==> src/core/flrf_pkg.sv <==
// Purpose: shared constants for the fault log record formatter
// Assumes: byte numbers count from the first record byte after the block length
// Notes: adc step numbers of each quantity are local assignments of the mux schedule
package flrf_pkg;
   // record framing
   localparam logic [7:0] FLRF_REC_LEN = 8'h93;      // 147 bytes
   localparam logic [7:0] FLRF_LEN_NONE = 8'h00;     // no log captured
   localparam logic [7:0] FLRF_LAST_IDX = 8'h92;     // byte 146
   localparam logic [7:0] FLRF_RSVD_BYTE = 8'h00;
   // header byte numbers
   localparam logic [7:0] FLRF_B_TEXT = 8'h11;       // 17,18
   localparam logic [7:0] FLRF_B_RSV19 = 8'h13;
   localparam logic [7:0] FLRF_B_RSV20 = 8'h14;
   localparam logic [7:0] FLRF_B_TDIE = 8'h15;       // 21,22
   localparam logic [7:0] FLRF_B_PEAK = 8'h17;       // 23,24
   localparam logic [7:0] FLRF_B_RSV25 = 8'h19;
   localparam logic [7:0] FLRF_B_RSV26 = 8'h1A;
   // most recent event page byte numbers
   localparam logic [7:0] FLRF_B_VOUT = 8'h1B;       // 27,28
   localparam logic [7:0] FLRF_B_RSV29 = 8'h1D;
   localparam logic [7:0] FLRF_B_RSV30 = 8'h1E;
   localparam logic [7:0] FLRF_B_IOUT = 8'h1F;       // 31,32
   localparam logic [7:0] FLRF_B_IINC = 8'h21;       // 33,34
   localparam logic [7:0] FLRF_B_VIN = 8'h23;        // 35,36
   localparam logic [7:0] FLRF_B_IIN = 8'h25;        // 37,38
   localparam logic [7:0] FLRF_B_STAT = 8'h27;       // 39
   // adc multiplexer schedule
   localparam logic [4:0] FLRF_STEP_VOUT = 5'h00;
   localparam logic [4:0] FLRF_STEP_IOUT = 5'h01;
   localparam logic [4:0] FLRF_STEP_IINC = 5'h02;
   localparam logic [4:0] FLRF_STEP_VIN = 5'h03;
   localparam logic [4:0] FLRF_STEP_IIN = 5'h04;
   localparam logic [4:0] FLRF_STEP_TEXT = 5'h05;
   localparam logic [4:0] FLRF_STEP_TDIE = 5'h06;
   localparam logic [4:0] FLRF_STEP_LAST = 5'h19;    // step 25
   localparam int FLRF_EVENT_PAGES = 6;
   // lin11 mantissa width and width of the comparable value
   localparam int FLRF_MANT_W = 11;
   localparam int FLRF_CMP_W = 43;
   // readout sequencer
   typedef enum logic [1:0] {
      FLRF_RD_IDLE = 2'b00,
      FLRF_RD_LEN = 2'b01,
      FLRF_RD_DATA = 2'b10
   } flrf_rd_t;
endpackage : flrf_pkg

==> src/core/flrf_buf.sv <==
// Purpose: two-entry buffer between the record serializer and the host byte port
// Assumes: single clock, reset already synchronised
// Notes: in_ready_out drops only when both entries are full, so no word is lost
`timescale 1ns/1ps
module flrf_buf #(
   parameter int W = 8
) (
   // clock and reset
   input wire logic clk_in,
   input wire logic rst_b_in,
   // filling side
   input wire logic in_valid_in,
   input wire logic [W-1:0] in_data_in,
   output logic in_ready_out,
   // draining side
   output logic out_valid_out,
   output logic [W-1:0] out_data_out,
   input wire logic out_ready_in
);
   typedef struct packed {
      logic [1:0][W-1:0] mem;
      logic wr_ptr;
      logic rd_ptr;
      logic [1:0] cnt;
   } flrf_buf_state_t;

   flrf_buf_state_t s_q, s_d;
   logic push, pop;

   // handshakes from occupancy
   assign in_ready_out = (s_q.cnt != 2'h2);
   assign out_valid_out = (s_q.cnt != 2'h0);
   assign out_data_out = s_q.mem[s_q.rd_ptr];
   assign push = in_valid_in && in_ready_out;
   assign pop = out_valid_out && out_ready_in;

   // pointer and count update
   always_comb begin
      s_d = s_q;
      if (push) begin
         s_d.mem[s_q.wr_ptr] = in_data_in;
         s_d.wr_ptr = ~s_q.wr_ptr;
      end
      if (pop) begin
         s_d.rd_ptr = ~s_q.rd_ptr;
      end
      if (push && !pop) begin
         s_d.cnt = s_q.cnt + 2'h1;
      end else if (pop && !push) begin
         s_d.cnt = s_q.cnt - 2'h1;
      end
   end

   // state register
   always_ff @(posedge clk_in or negedge rst_b_in) begin
      if (!rst_b_in) begin
         s_q <= '0;
      end else begin
         s_q <= s_d;
      end
   end
endmodule : flrf_buf

==> src/core/flrf_formatter.sv <==
// Purpose: snapshot of the last event and serializer of the fault log record
// Assumes: adc results arrive tagged with their mux step, steps 0..25 per pass
// Notes: bytes outside this block's fields are fetched from other_byte_in
// Function
// - external temperature of last event at bytes 17-18, high byte first.
// - reserved record bytes 19,20,25,26,29,30 return 0x00.
// - die temperature of last event at bytes 21-22, high byte first.
// - track highest external temperature since peak clear; place at bytes 23-24.
// - event page is built from one full mux pass covering the fault.
// - after a fault keep converting to step 25, then request the store.
// - page layout 27-28 vout, 31-38 currents and vin, 39 vout status.
// - block read length 147, or zero when no log was captured.
`timescale 1ns/1ps
module flrf_formatter (
   // clock and reset
   input wire logic clk_in,
   input wire logic rst_b_in,
   // adc result stream
   input wire logic adc_valid_in,
   input wire logic [4:0] adc_step_in,
   input wire logic [15:0] adc_data_in,
   input wire logic [7:0] vout_status_in,
   // logging control
   input wire logic log_enable_in,
   input wire logic log_trigger_in,
   input wire logic peak_clear_command_in,
   output logic store_req_out,
   output logic log_valid_out,
   // other record bytes
   output logic [7:0] other_idx_out,
   input wire logic [7:0] other_byte_in,
   // fault_record_readout byte stream
   input wire logic rd_start_in,
   output logic rd_busy_out,
   output logic byte_valid_out,
   output logic [7:0] byte_data_out,
   input wire logic byte_ready_in
);
   import flrf_pkg::*;

   typedef struct packed {
      flrf_rd_t rd;
      logic [7:0] idx;
      logic armed;
      logic log_valid;
      logic store;
      logic peak_valid;
      logic [15:0] text;
      logic [15:0] tdie;
      logic [15:0] peak;
      logic [15:0] vout;
      logic [15:0] iout;
      logic [15:0] iinc;
      logic [15:0] vin;
      logic [15:0] iin;
      logic [15:0] c_text;
      logic [15:0] c_tdie;
      logic [15:0] c_peak;
      logic [15:0] c_vout;
      logic [15:0] c_iout;
      logic [15:0] c_iinc;
      logic [15:0] c_vin;
      logic [15:0] c_iin;
      logic [7:0] c_stat;
   } flrf_state_t;

   flrf_state_t s_q, s_d;
   logic [1:0] rst_sync_q;
   logic rst_b;
   logic push_valid, push_ready;
   logic [7:0] push_data;

   // reset release through two flops
   always_ff @(posedge clk_in or negedge rst_b_in) begin
      if (!rst_b_in) begin
         rst_sync_q <= 2'h0;
      end else begin
         rst_sync_q <= {rst_sync_q[0], 1'b1};
      end
   end
   assign rst_b = rst_sync_q[1];

   // lin11 word to a comparable signed value, mantissa shifted by exponent plus 16
   function automatic logic signed [FLRF_CMP_W-1:0] lin11_val(input logic [15:0] w);
      logic signed [FLRF_CMP_W-1:0] m;
      logic [4:0] sh;
      m = {{(FLRF_CMP_W-FLRF_MANT_W){w[FLRF_MANT_W-1]}}, w[FLRF_MANT_W-1:0]};
      sh = {~w[15], w[14:11]};
      return m <<< sh;
   endfunction : lin11_val

   // byte of the stored record at a given byte number
   function automatic logic [7:0] rec_byte(input flrf_state_t s, input logic [7:0] i, input logic [7:0] oth);
      logic [7:0] b;
      b = oth;
      case (i)
         FLRF_B_TEXT: b = s.c_text[15:8];
         FLRF_B_TEXT + 8'h01: b = s.c_text[7:0];
         FLRF_B_RSV19, FLRF_B_RSV20, FLRF_B_RSV25, FLRF_B_RSV26,
         FLRF_B_RSV29, FLRF_B_RSV30: b = FLRF_RSVD_BYTE;
         FLRF_B_TDIE: b = s.c_tdie[15:8];
         FLRF_B_TDIE + 8'h01: b = s.c_tdie[7:0];
         FLRF_B_PEAK: b = s.c_peak[15:8];
         FLRF_B_PEAK + 8'h01: b = s.c_peak[7:0];
         FLRF_B_VOUT: b = s.c_vout[15:8];
         FLRF_B_VOUT + 8'h01: b = s.c_vout[7:0];
         FLRF_B_IOUT: b = s.c_iout[15:8];
         FLRF_B_IOUT + 8'h01: b = s.c_iout[7:0];
         FLRF_B_IINC: b = s.c_iinc[15:8];
         FLRF_B_IINC + 8'h01: b = s.c_iinc[7:0];
         FLRF_B_VIN: b = s.c_vin[15:8];
         FLRF_B_VIN + 8'h01: b = s.c_vin[7:0];
         FLRF_B_IIN: b = s.c_iin[15:8];
         FLRF_B_IIN + 8'h01: b = s.c_iin[7:0];
         FLRF_B_STAT: b = s.c_stat;
         default: b = oth;
      endcase
      return b;
   endfunction : rec_byte

   // serializer output toward the buffer
   assign other_idx_out = s_q.idx;
   assign push_valid = (s_q.rd != FLRF_RD_IDLE);
   assign push_data = (s_q.rd == FLRF_RD_LEN) ? (s_q.log_valid ? FLRF_REC_LEN : FLRF_LEN_NONE)
                                              : rec_byte(s_q, s_q.idx, other_byte_in);
   assign rd_busy_out = (s_q.rd != FLRF_RD_IDLE);
   assign store_req_out = s_q.store;
   assign log_valid_out = s_q.log_valid;

   // live values, peak tracking, snapshot and readout sequencing
   always_comb begin
      s_d = s_q;
      s_d.store = 1'b0;
      // latest reading of each quantity in the running pass
      if (adc_valid_in) begin
         case (adc_step_in)
            FLRF_STEP_VOUT: s_d.vout = adc_data_in;
            FLRF_STEP_IOUT: s_d.iout = adc_data_in;
            FLRF_STEP_IINC: s_d.iinc = adc_data_in;
            FLRF_STEP_VIN: s_d.vin = adc_data_in;
            FLRF_STEP_IIN: s_d.iin = adc_data_in;
            FLRF_STEP_TEXT: s_d.text = adc_data_in;
            FLRF_STEP_TDIE: s_d.tdie = adc_data_in;
            default: s_d.vout = s_d.vout;
         endcase
      end
      // peak of external temperature; first reading after a clear seeds it
      if (peak_clear_command_in) begin
         s_d.peak_valid = 1'b0;
      end else if (adc_valid_in && adc_step_in == FLRF_STEP_TEXT) begin
         if (!s_q.peak_valid || lin11_val(adc_data_in) > lin11_val(s_q.peak)) begin
            s_d.peak = adc_data_in;
         end
         s_d.peak_valid = 1'b1;
      end
      // arm on an enabled trigger, snapshot when the pass reaches its last step
      if (log_trigger_in && log_enable_in) begin
         s_d.armed = 1'b1;
      end
      if (s_q.armed && adc_valid_in && adc_step_in == FLRF_STEP_LAST && s_q.rd == FLRF_RD_IDLE) begin
         s_d.armed = 1'b0;
         s_d.store = 1'b1;
         s_d.log_valid = 1'b1;
         s_d.c_text = s_d.text;
         s_d.c_tdie = s_d.tdie;
         s_d.c_peak = s_d.peak;
         s_d.c_vout = s_d.vout;
         s_d.c_iout = s_d.iout;
         s_d.c_iinc = s_d.iinc;
         s_d.c_vin = s_d.vin;
         s_d.c_iin = s_d.iin;
         s_d.c_stat = vout_status_in;
      end
      // readout: length byte then, when a log is held, bytes 0..146 in ascending order
      case (s_q.rd)
         FLRF_RD_IDLE: begin
            if (rd_start_in) begin
               s_d.rd = FLRF_RD_LEN;
               s_d.idx = 8'h00;
            end
         end
         FLRF_RD_LEN: begin
            if (push_ready) begin
               s_d.rd = s_q.log_valid ? FLRF_RD_DATA : FLRF_RD_IDLE;
            end
         end
         FLRF_RD_DATA: begin
            if (push_ready) begin
               if (s_q.idx == FLRF_LAST_IDX) begin
                  s_d.rd = FLRF_RD_IDLE;
                  s_d.idx = 8'h00;
               end else begin
                  s_d.idx = s_q.idx + 8'h01;
               end
            end
         end
         default: s_d.rd = FLRF_RD_IDLE;
      endcase
   end

   // state register
   always_ff @(posedge clk_in or negedge rst_b) begin
      if (!rst_b) begin
         s_q <= '0;
      end else begin
         s_q <= s_d;
      end
   end

   // two-entry buffer toward the host
   flrf_buf #(
      .W(8)
   ) u_buf (
      .clk_in(clk_in),
      .rst_b_in(rst_b),
      .in_valid_in(push_valid),
      .in_data_in(push_data),
      .in_ready_out(push_ready),
      .out_valid_out(byte_valid_out),
      .out_data_out(byte_data_out),
      .out_ready_in(byte_ready_in)
   );
endmodule : flrf_formatter

==> config.mk <==
export PLATFORM = sky130hd
export DESIGN_NAME = flrf_formatter
export DESIGN_NICKNAME = d
export VERILOG_FILES = /design/src/core/flrf_pkg.sv /design/src/core/flrf_buf.sv /design/src/core/flrf_formatter.sv
export SDC_FILE = /design/constraint.sdc
export NUM_CORES = 1
export LEC_CHECK = 0
export BUFFER_PORTS_ARGS = -buffer_cell sky130_fd_sc_hd__buf_2
export CAP_MARGIN = 0
export CORE_AREA = 2 2 175 177
export DETAILED_ROUTE_END_ITERATION = 8
export DIE_AREA = 0 0 177 179
export MAX_ROUTING_LAYER = met4
export PLACE_DENSITY = 0.8
export SYNTH_ARGS = -nofsm -noshare
export SYNTH_HDL_FRONTEND = slang
export SYNTH_SLANG_ARGS = --single-unit
==> constraint.sdc <==
create_clock -name clk_in -period 13.2 [get_ports clk_in]
set_clock_uncertainty 0.2 [all_clocks]
set_input_delay 0.66 -clock clk_in [delete_from_list [all_inputs] [get_ports clk_in]]
set_output_delay 0.66 -clock clk_in [all_outputs]
set_load 0.005 [all_outputs]
==> results.rst <==
.. list-table::
   :header-rows: 1

   * - Metric
     - Value
   * - Asr flop ratio synth
     - 100%
   * - WHS
     - 108 ps
   * - Ordered cell list for the critical path
     - clkinv_1, nand2_1, nand2_1, o21ai_0, inv_1, nand2_1, o311ai_0, ha_1, nand4_1, nor4_2, nand3_2, o211ai_2, mux2i_1, and2_4, mux2_2
   * - Clock Sinks
     - 300
   * - Endpoint of the worst-slack reg-to-reg timing path
     - s_q[216]
   * - Number of H-tree branching levels
     - 1
   * - Routed wire length
     - 42300 um
   * - Final period demand of the worst path
     - 4710 ps
   * - Max frequency
     - between 200 and 250 MHz
   * - Cell area after synthesis
     - 15500 um2
   * - Power density over the cells
     - around 160 nW/um2
   * - Count of flip-flops with a built-in enable after synthesis
     - 0
   * - Area fraction of the dominant cell type after synthesis
     - 48.4%
   * - Leading cell type by number of instances after synthesis
     - nand2_1
   * - Clock latency reported for the late side of the worst-skew pair
     - 550 ps
   * - Worst setup path endpoint
     - s_q[216]
   * - CTS Buf Count
     - 30
   * - Required arrival time at the worst endpoint
     - 13430 ps
   * - Category of the most critical setup path
     - reg2reg
   * - Cell types with the largest area share after synthesis
     - dfrtp_1, nand2_1, mux2_2
   * - Crit-path max cell delay
     - 630 ps
   * - Count of yosys warnings during synthesis
     - 0
   * - Total Nets Final
     - 1706
   * - Slew at the pin closest to its max-slew limit
     - 1260 ps
   * - Most frequent cell on the critical path
     - nand2_1
   * - Synthesized flop and latch total
     - 300
   * - Weighted congestion reported at the end of routability-driven placement
     - between 0.9 and 1
   * - Dominant register cell in the synthesized netlist
     - dfrtp_1
   * - Count of antenna diodes in the layout
     - 0
   * - Min-Delay Path Class
     - in2reg
   * - Top fanout value on the critical path
     - 16
   * - Status
     - finished, final reports clean
   * - Total negative slack for setup checks
     - 0 ps
   * - Register-to-Register Path Depth
     - 15
   * - Post-cts resize count
     - 0
   * - Buffers and inverters on the worst path
     - 2
   * - Starting utilization of the core area
     - 51.6%
   * - Global-route total usage across every layer
     - 27.8%
   * - Pin count of the biggest net entering global routing
     - 85
   * - DIE AREA
     - 31700 um2
   * - Clock tree from TritonCTS
     - done
   * - Start of the worst register-to-register path
     - s_q[228]
   * - First-pass GRT wire length
     - 66100 um
   * - Via count of the first global-routing pass
     - 11791
   * - Row Count
     - 64
   * - First-iteration detailed-routing DRC count
     - 1286
   * - Number of logic stages on the critical path including buffering
     - 15
   * - RSZ-0062 raised after global routing
     - no
   * - Number of design rule violations left after detail routing
     - 0
   * - Port Buf Inserts
     - 64
   * - Per-cell via count in the routed design
     - 6.00
   * - Post-Synthesis Net Count
     - 1716
   * - Period utilization
     - 35.7%
   * - Worst Setup End Kind
     - flop
   * - Per-cell routed wire length
     - roughly 21 um
   * - Maximum ir drop on the vdd rail
     - 0.000105 V
   * - Timing startpoint of the critical path
     - s_q[228]
   * - Synth unique cells
     - 74
   * - Count of filler cells inserted in the layout
     - roughly 2600
   * - Endpoint arrival time on the critical path
     - 4950 ps
   * - Floorplan die width
     - between 150 and 200 um
   * - Top cells by instance count after synthesis
     - nand2_1, dfrtp_1, mux2_2
   * - Core outline area
     - 30000 um2
   * - Finished layout cell area
     - between 15000 and 20000 um2
   * - Global route total overflow
     - 0
   * - Max-cap violations
     - 0
   * - Buffer levels on the longest clock path
     - 3
   * - Sequential area share after synthesis
     - between 40% and 50%
   * - Hold violation count in the final report
     - 0
   * - Gate count of the mapped netlist
     - 1624
   * - Static Leak
     - 8.21 nW
   * - Mean instance size in the synthesized netlist
     - between 9 and 10 um2
   * - Number of vias after detailed routing
     - 12205
   * - Clock input transition at the sequential cells of the worst setup and hold paths
     - ~60 ps
   * - Final number of setup-violating endpoints
     - 0
   * - Slack of the worst reg-to-reg path
     - 8490 ps
   * - Post-detailed-placement half-perimeter wirelength
     - 28000 um
   * - Relative max-transition margin
     - 15.8%
   * - Leading area contributor after synthesis
     - dfrtp_1
   * - Post-layout utilization of the core
     - 56.3%
   * - Clock root buffer master
     - clkbuf_16
   * - Final max-slew violation count
     - 0
   * - Final ANT Viol Nets
     - 0
   * - Overall die height
     - 179 um
   * - Critical Path Start Type
     - flop
   * - Ratio of cells with drive above 1 in the final layout
     - between 10% and 20%
   * - Critical path's top delay family
     - simple AND/OR/NAND/NOR gates
   * - First-pass detailed-route iteration total
     - 6
   * - Initial antenna violation count
     - 0
   * - Count of boundary I/O pins
     - 65
   * - Placed standard-cell area
     - 15900 um2
   * - Area Overhead vs Synth
     - 9.03%
   * - Slowest library cell on the worst path
     - dfrtp_1
==> logic make-up (layout without fill, tap and decap cells) <==
family | Yosys count | count (layout) | synth area share [%]
AOI/OAI and AO/OA | 279 | 279 | 12.4
xor gates and xnor gates | 7 | 7 | 0.396
adders and majority gates | 47 | 47 | 3.79
buffers and inverters | 136 | 149 | 3.79
DFF | 300 | 300 | 48.4
muxes | 173 | 173 | 12.6
other | 1 | 1 | 0.0242
and+or+nand+nor | 681 | 681 | 18.6
==> worst reg2reg max path, stage by stage, from the launching register on <==
cell and delay [ps]:
dfrtp_1 630, clkinv_1 380, nand2_1 140, nand2_1 80, o21ai_0 430, inv_1 80, nand2_1 80, o311ai_0 270
ha_1 440, nand4_1 160, nor4_2 450, nand3_2 120, o211ai_2 190, mux2i_1 200, and2_4 340, mux2_2 390
==> through the flow <==
stage	instances	worst slack [ps]	power [mW]
3_5_place_dp	1977	8370	1.84
3_3_place_gp	1977	8480	1.81
4_1_cts	2033	8530	2.68
2_1_floorplan	1624	4020	1.64
6_report	2033	8490	2.68
5_1_grt	2033	8210	2.81
==> routing by layer <==
layer	part of all wire [%]	global-route usage, %	routed length [um]
met5	0	-	0
met4	2.7	7.95	1150
met3	8.6	4.92	3620
met2	46	43.1	19400
met1	43	37.7	18100
==> final cells by class <==
cell class	instances	area, um2	area share, %
timing repair buffer	81	450	2.67
sequential	300	7510	44.4
tap	396	495	2.93
clock inverter	7	63.8	0.378
multi-input combinational	1188	7410	43.9
inverter	13	48.8	0.289
clock buffer	48	920	5.44
==> power breakdown <==
| part | leakage [nW] | total, mW | internal [mW] | switching (mW) |
|---|---|---|---|---|
| combinational | 3.76 | 0.640 | 0.264 | 0.376 |
| sequential | 3.97 | 1.20 | 1.09 | 0.109 |
| clock | 0.488 | 0.843 | 0.494 | 0.349 |
==> sequential cells by signal (all words and copies together) (netlist names) <==
signal         cells
s_q              268
u_buf.s_q         20
other_idx_out      8
rst_sync_q         2
log_valid_out      1
store_req_out      1
==> worst min path at each step <==
stage                                to              start  cells after the start
after floorplan           rst_sync_q[1]      rst_sync_q[0]                      0
after detailed placement  rst_sync_q[1]      rst_sync_q[0]                      0
after global placement    rst_sync_q[1]      rst_sync_q[0]                      0
after global routing             s_q[3]  vout_status_in[3]                      3
final                            s_q[0]  vout_status_in[0]                      3
after CTS                        s_q[0]  vout_status_in[0]                      3
==> placed cells by master (no fill, tap or decap), types with 6 or more instances in the layout <==
master     instances
mux2i_1           41
o21ai_0           76
buf_4             16
and3_1            10
nor3_1             8
a21oi_1           47
o22ai_1           11
a22oi_1           15
ha_1              47
nand4_1           18
buf_2             64
nand3_1           15
clkbuf_16         31
nand2_1          507
nor2_1            63
mux2_2           120
a221oi_1          11
a222oi_1          11
inv_1             11
nor2b_1           16
nand2b_1           9
mux2_4             8
a22o_1            44
a21o_1             7
o21a_1            10
and2_1             6
clkbuf_1           9
dfrtp_1          299
clkbuf_8           8
==> timing repair <==
item / in CTS / in global routing
buffers inserted: 0 / 0
hold endpoints to repair: 2 / 0
hold buffers: 1 / 0
Power figures use the tool's default switching activity.
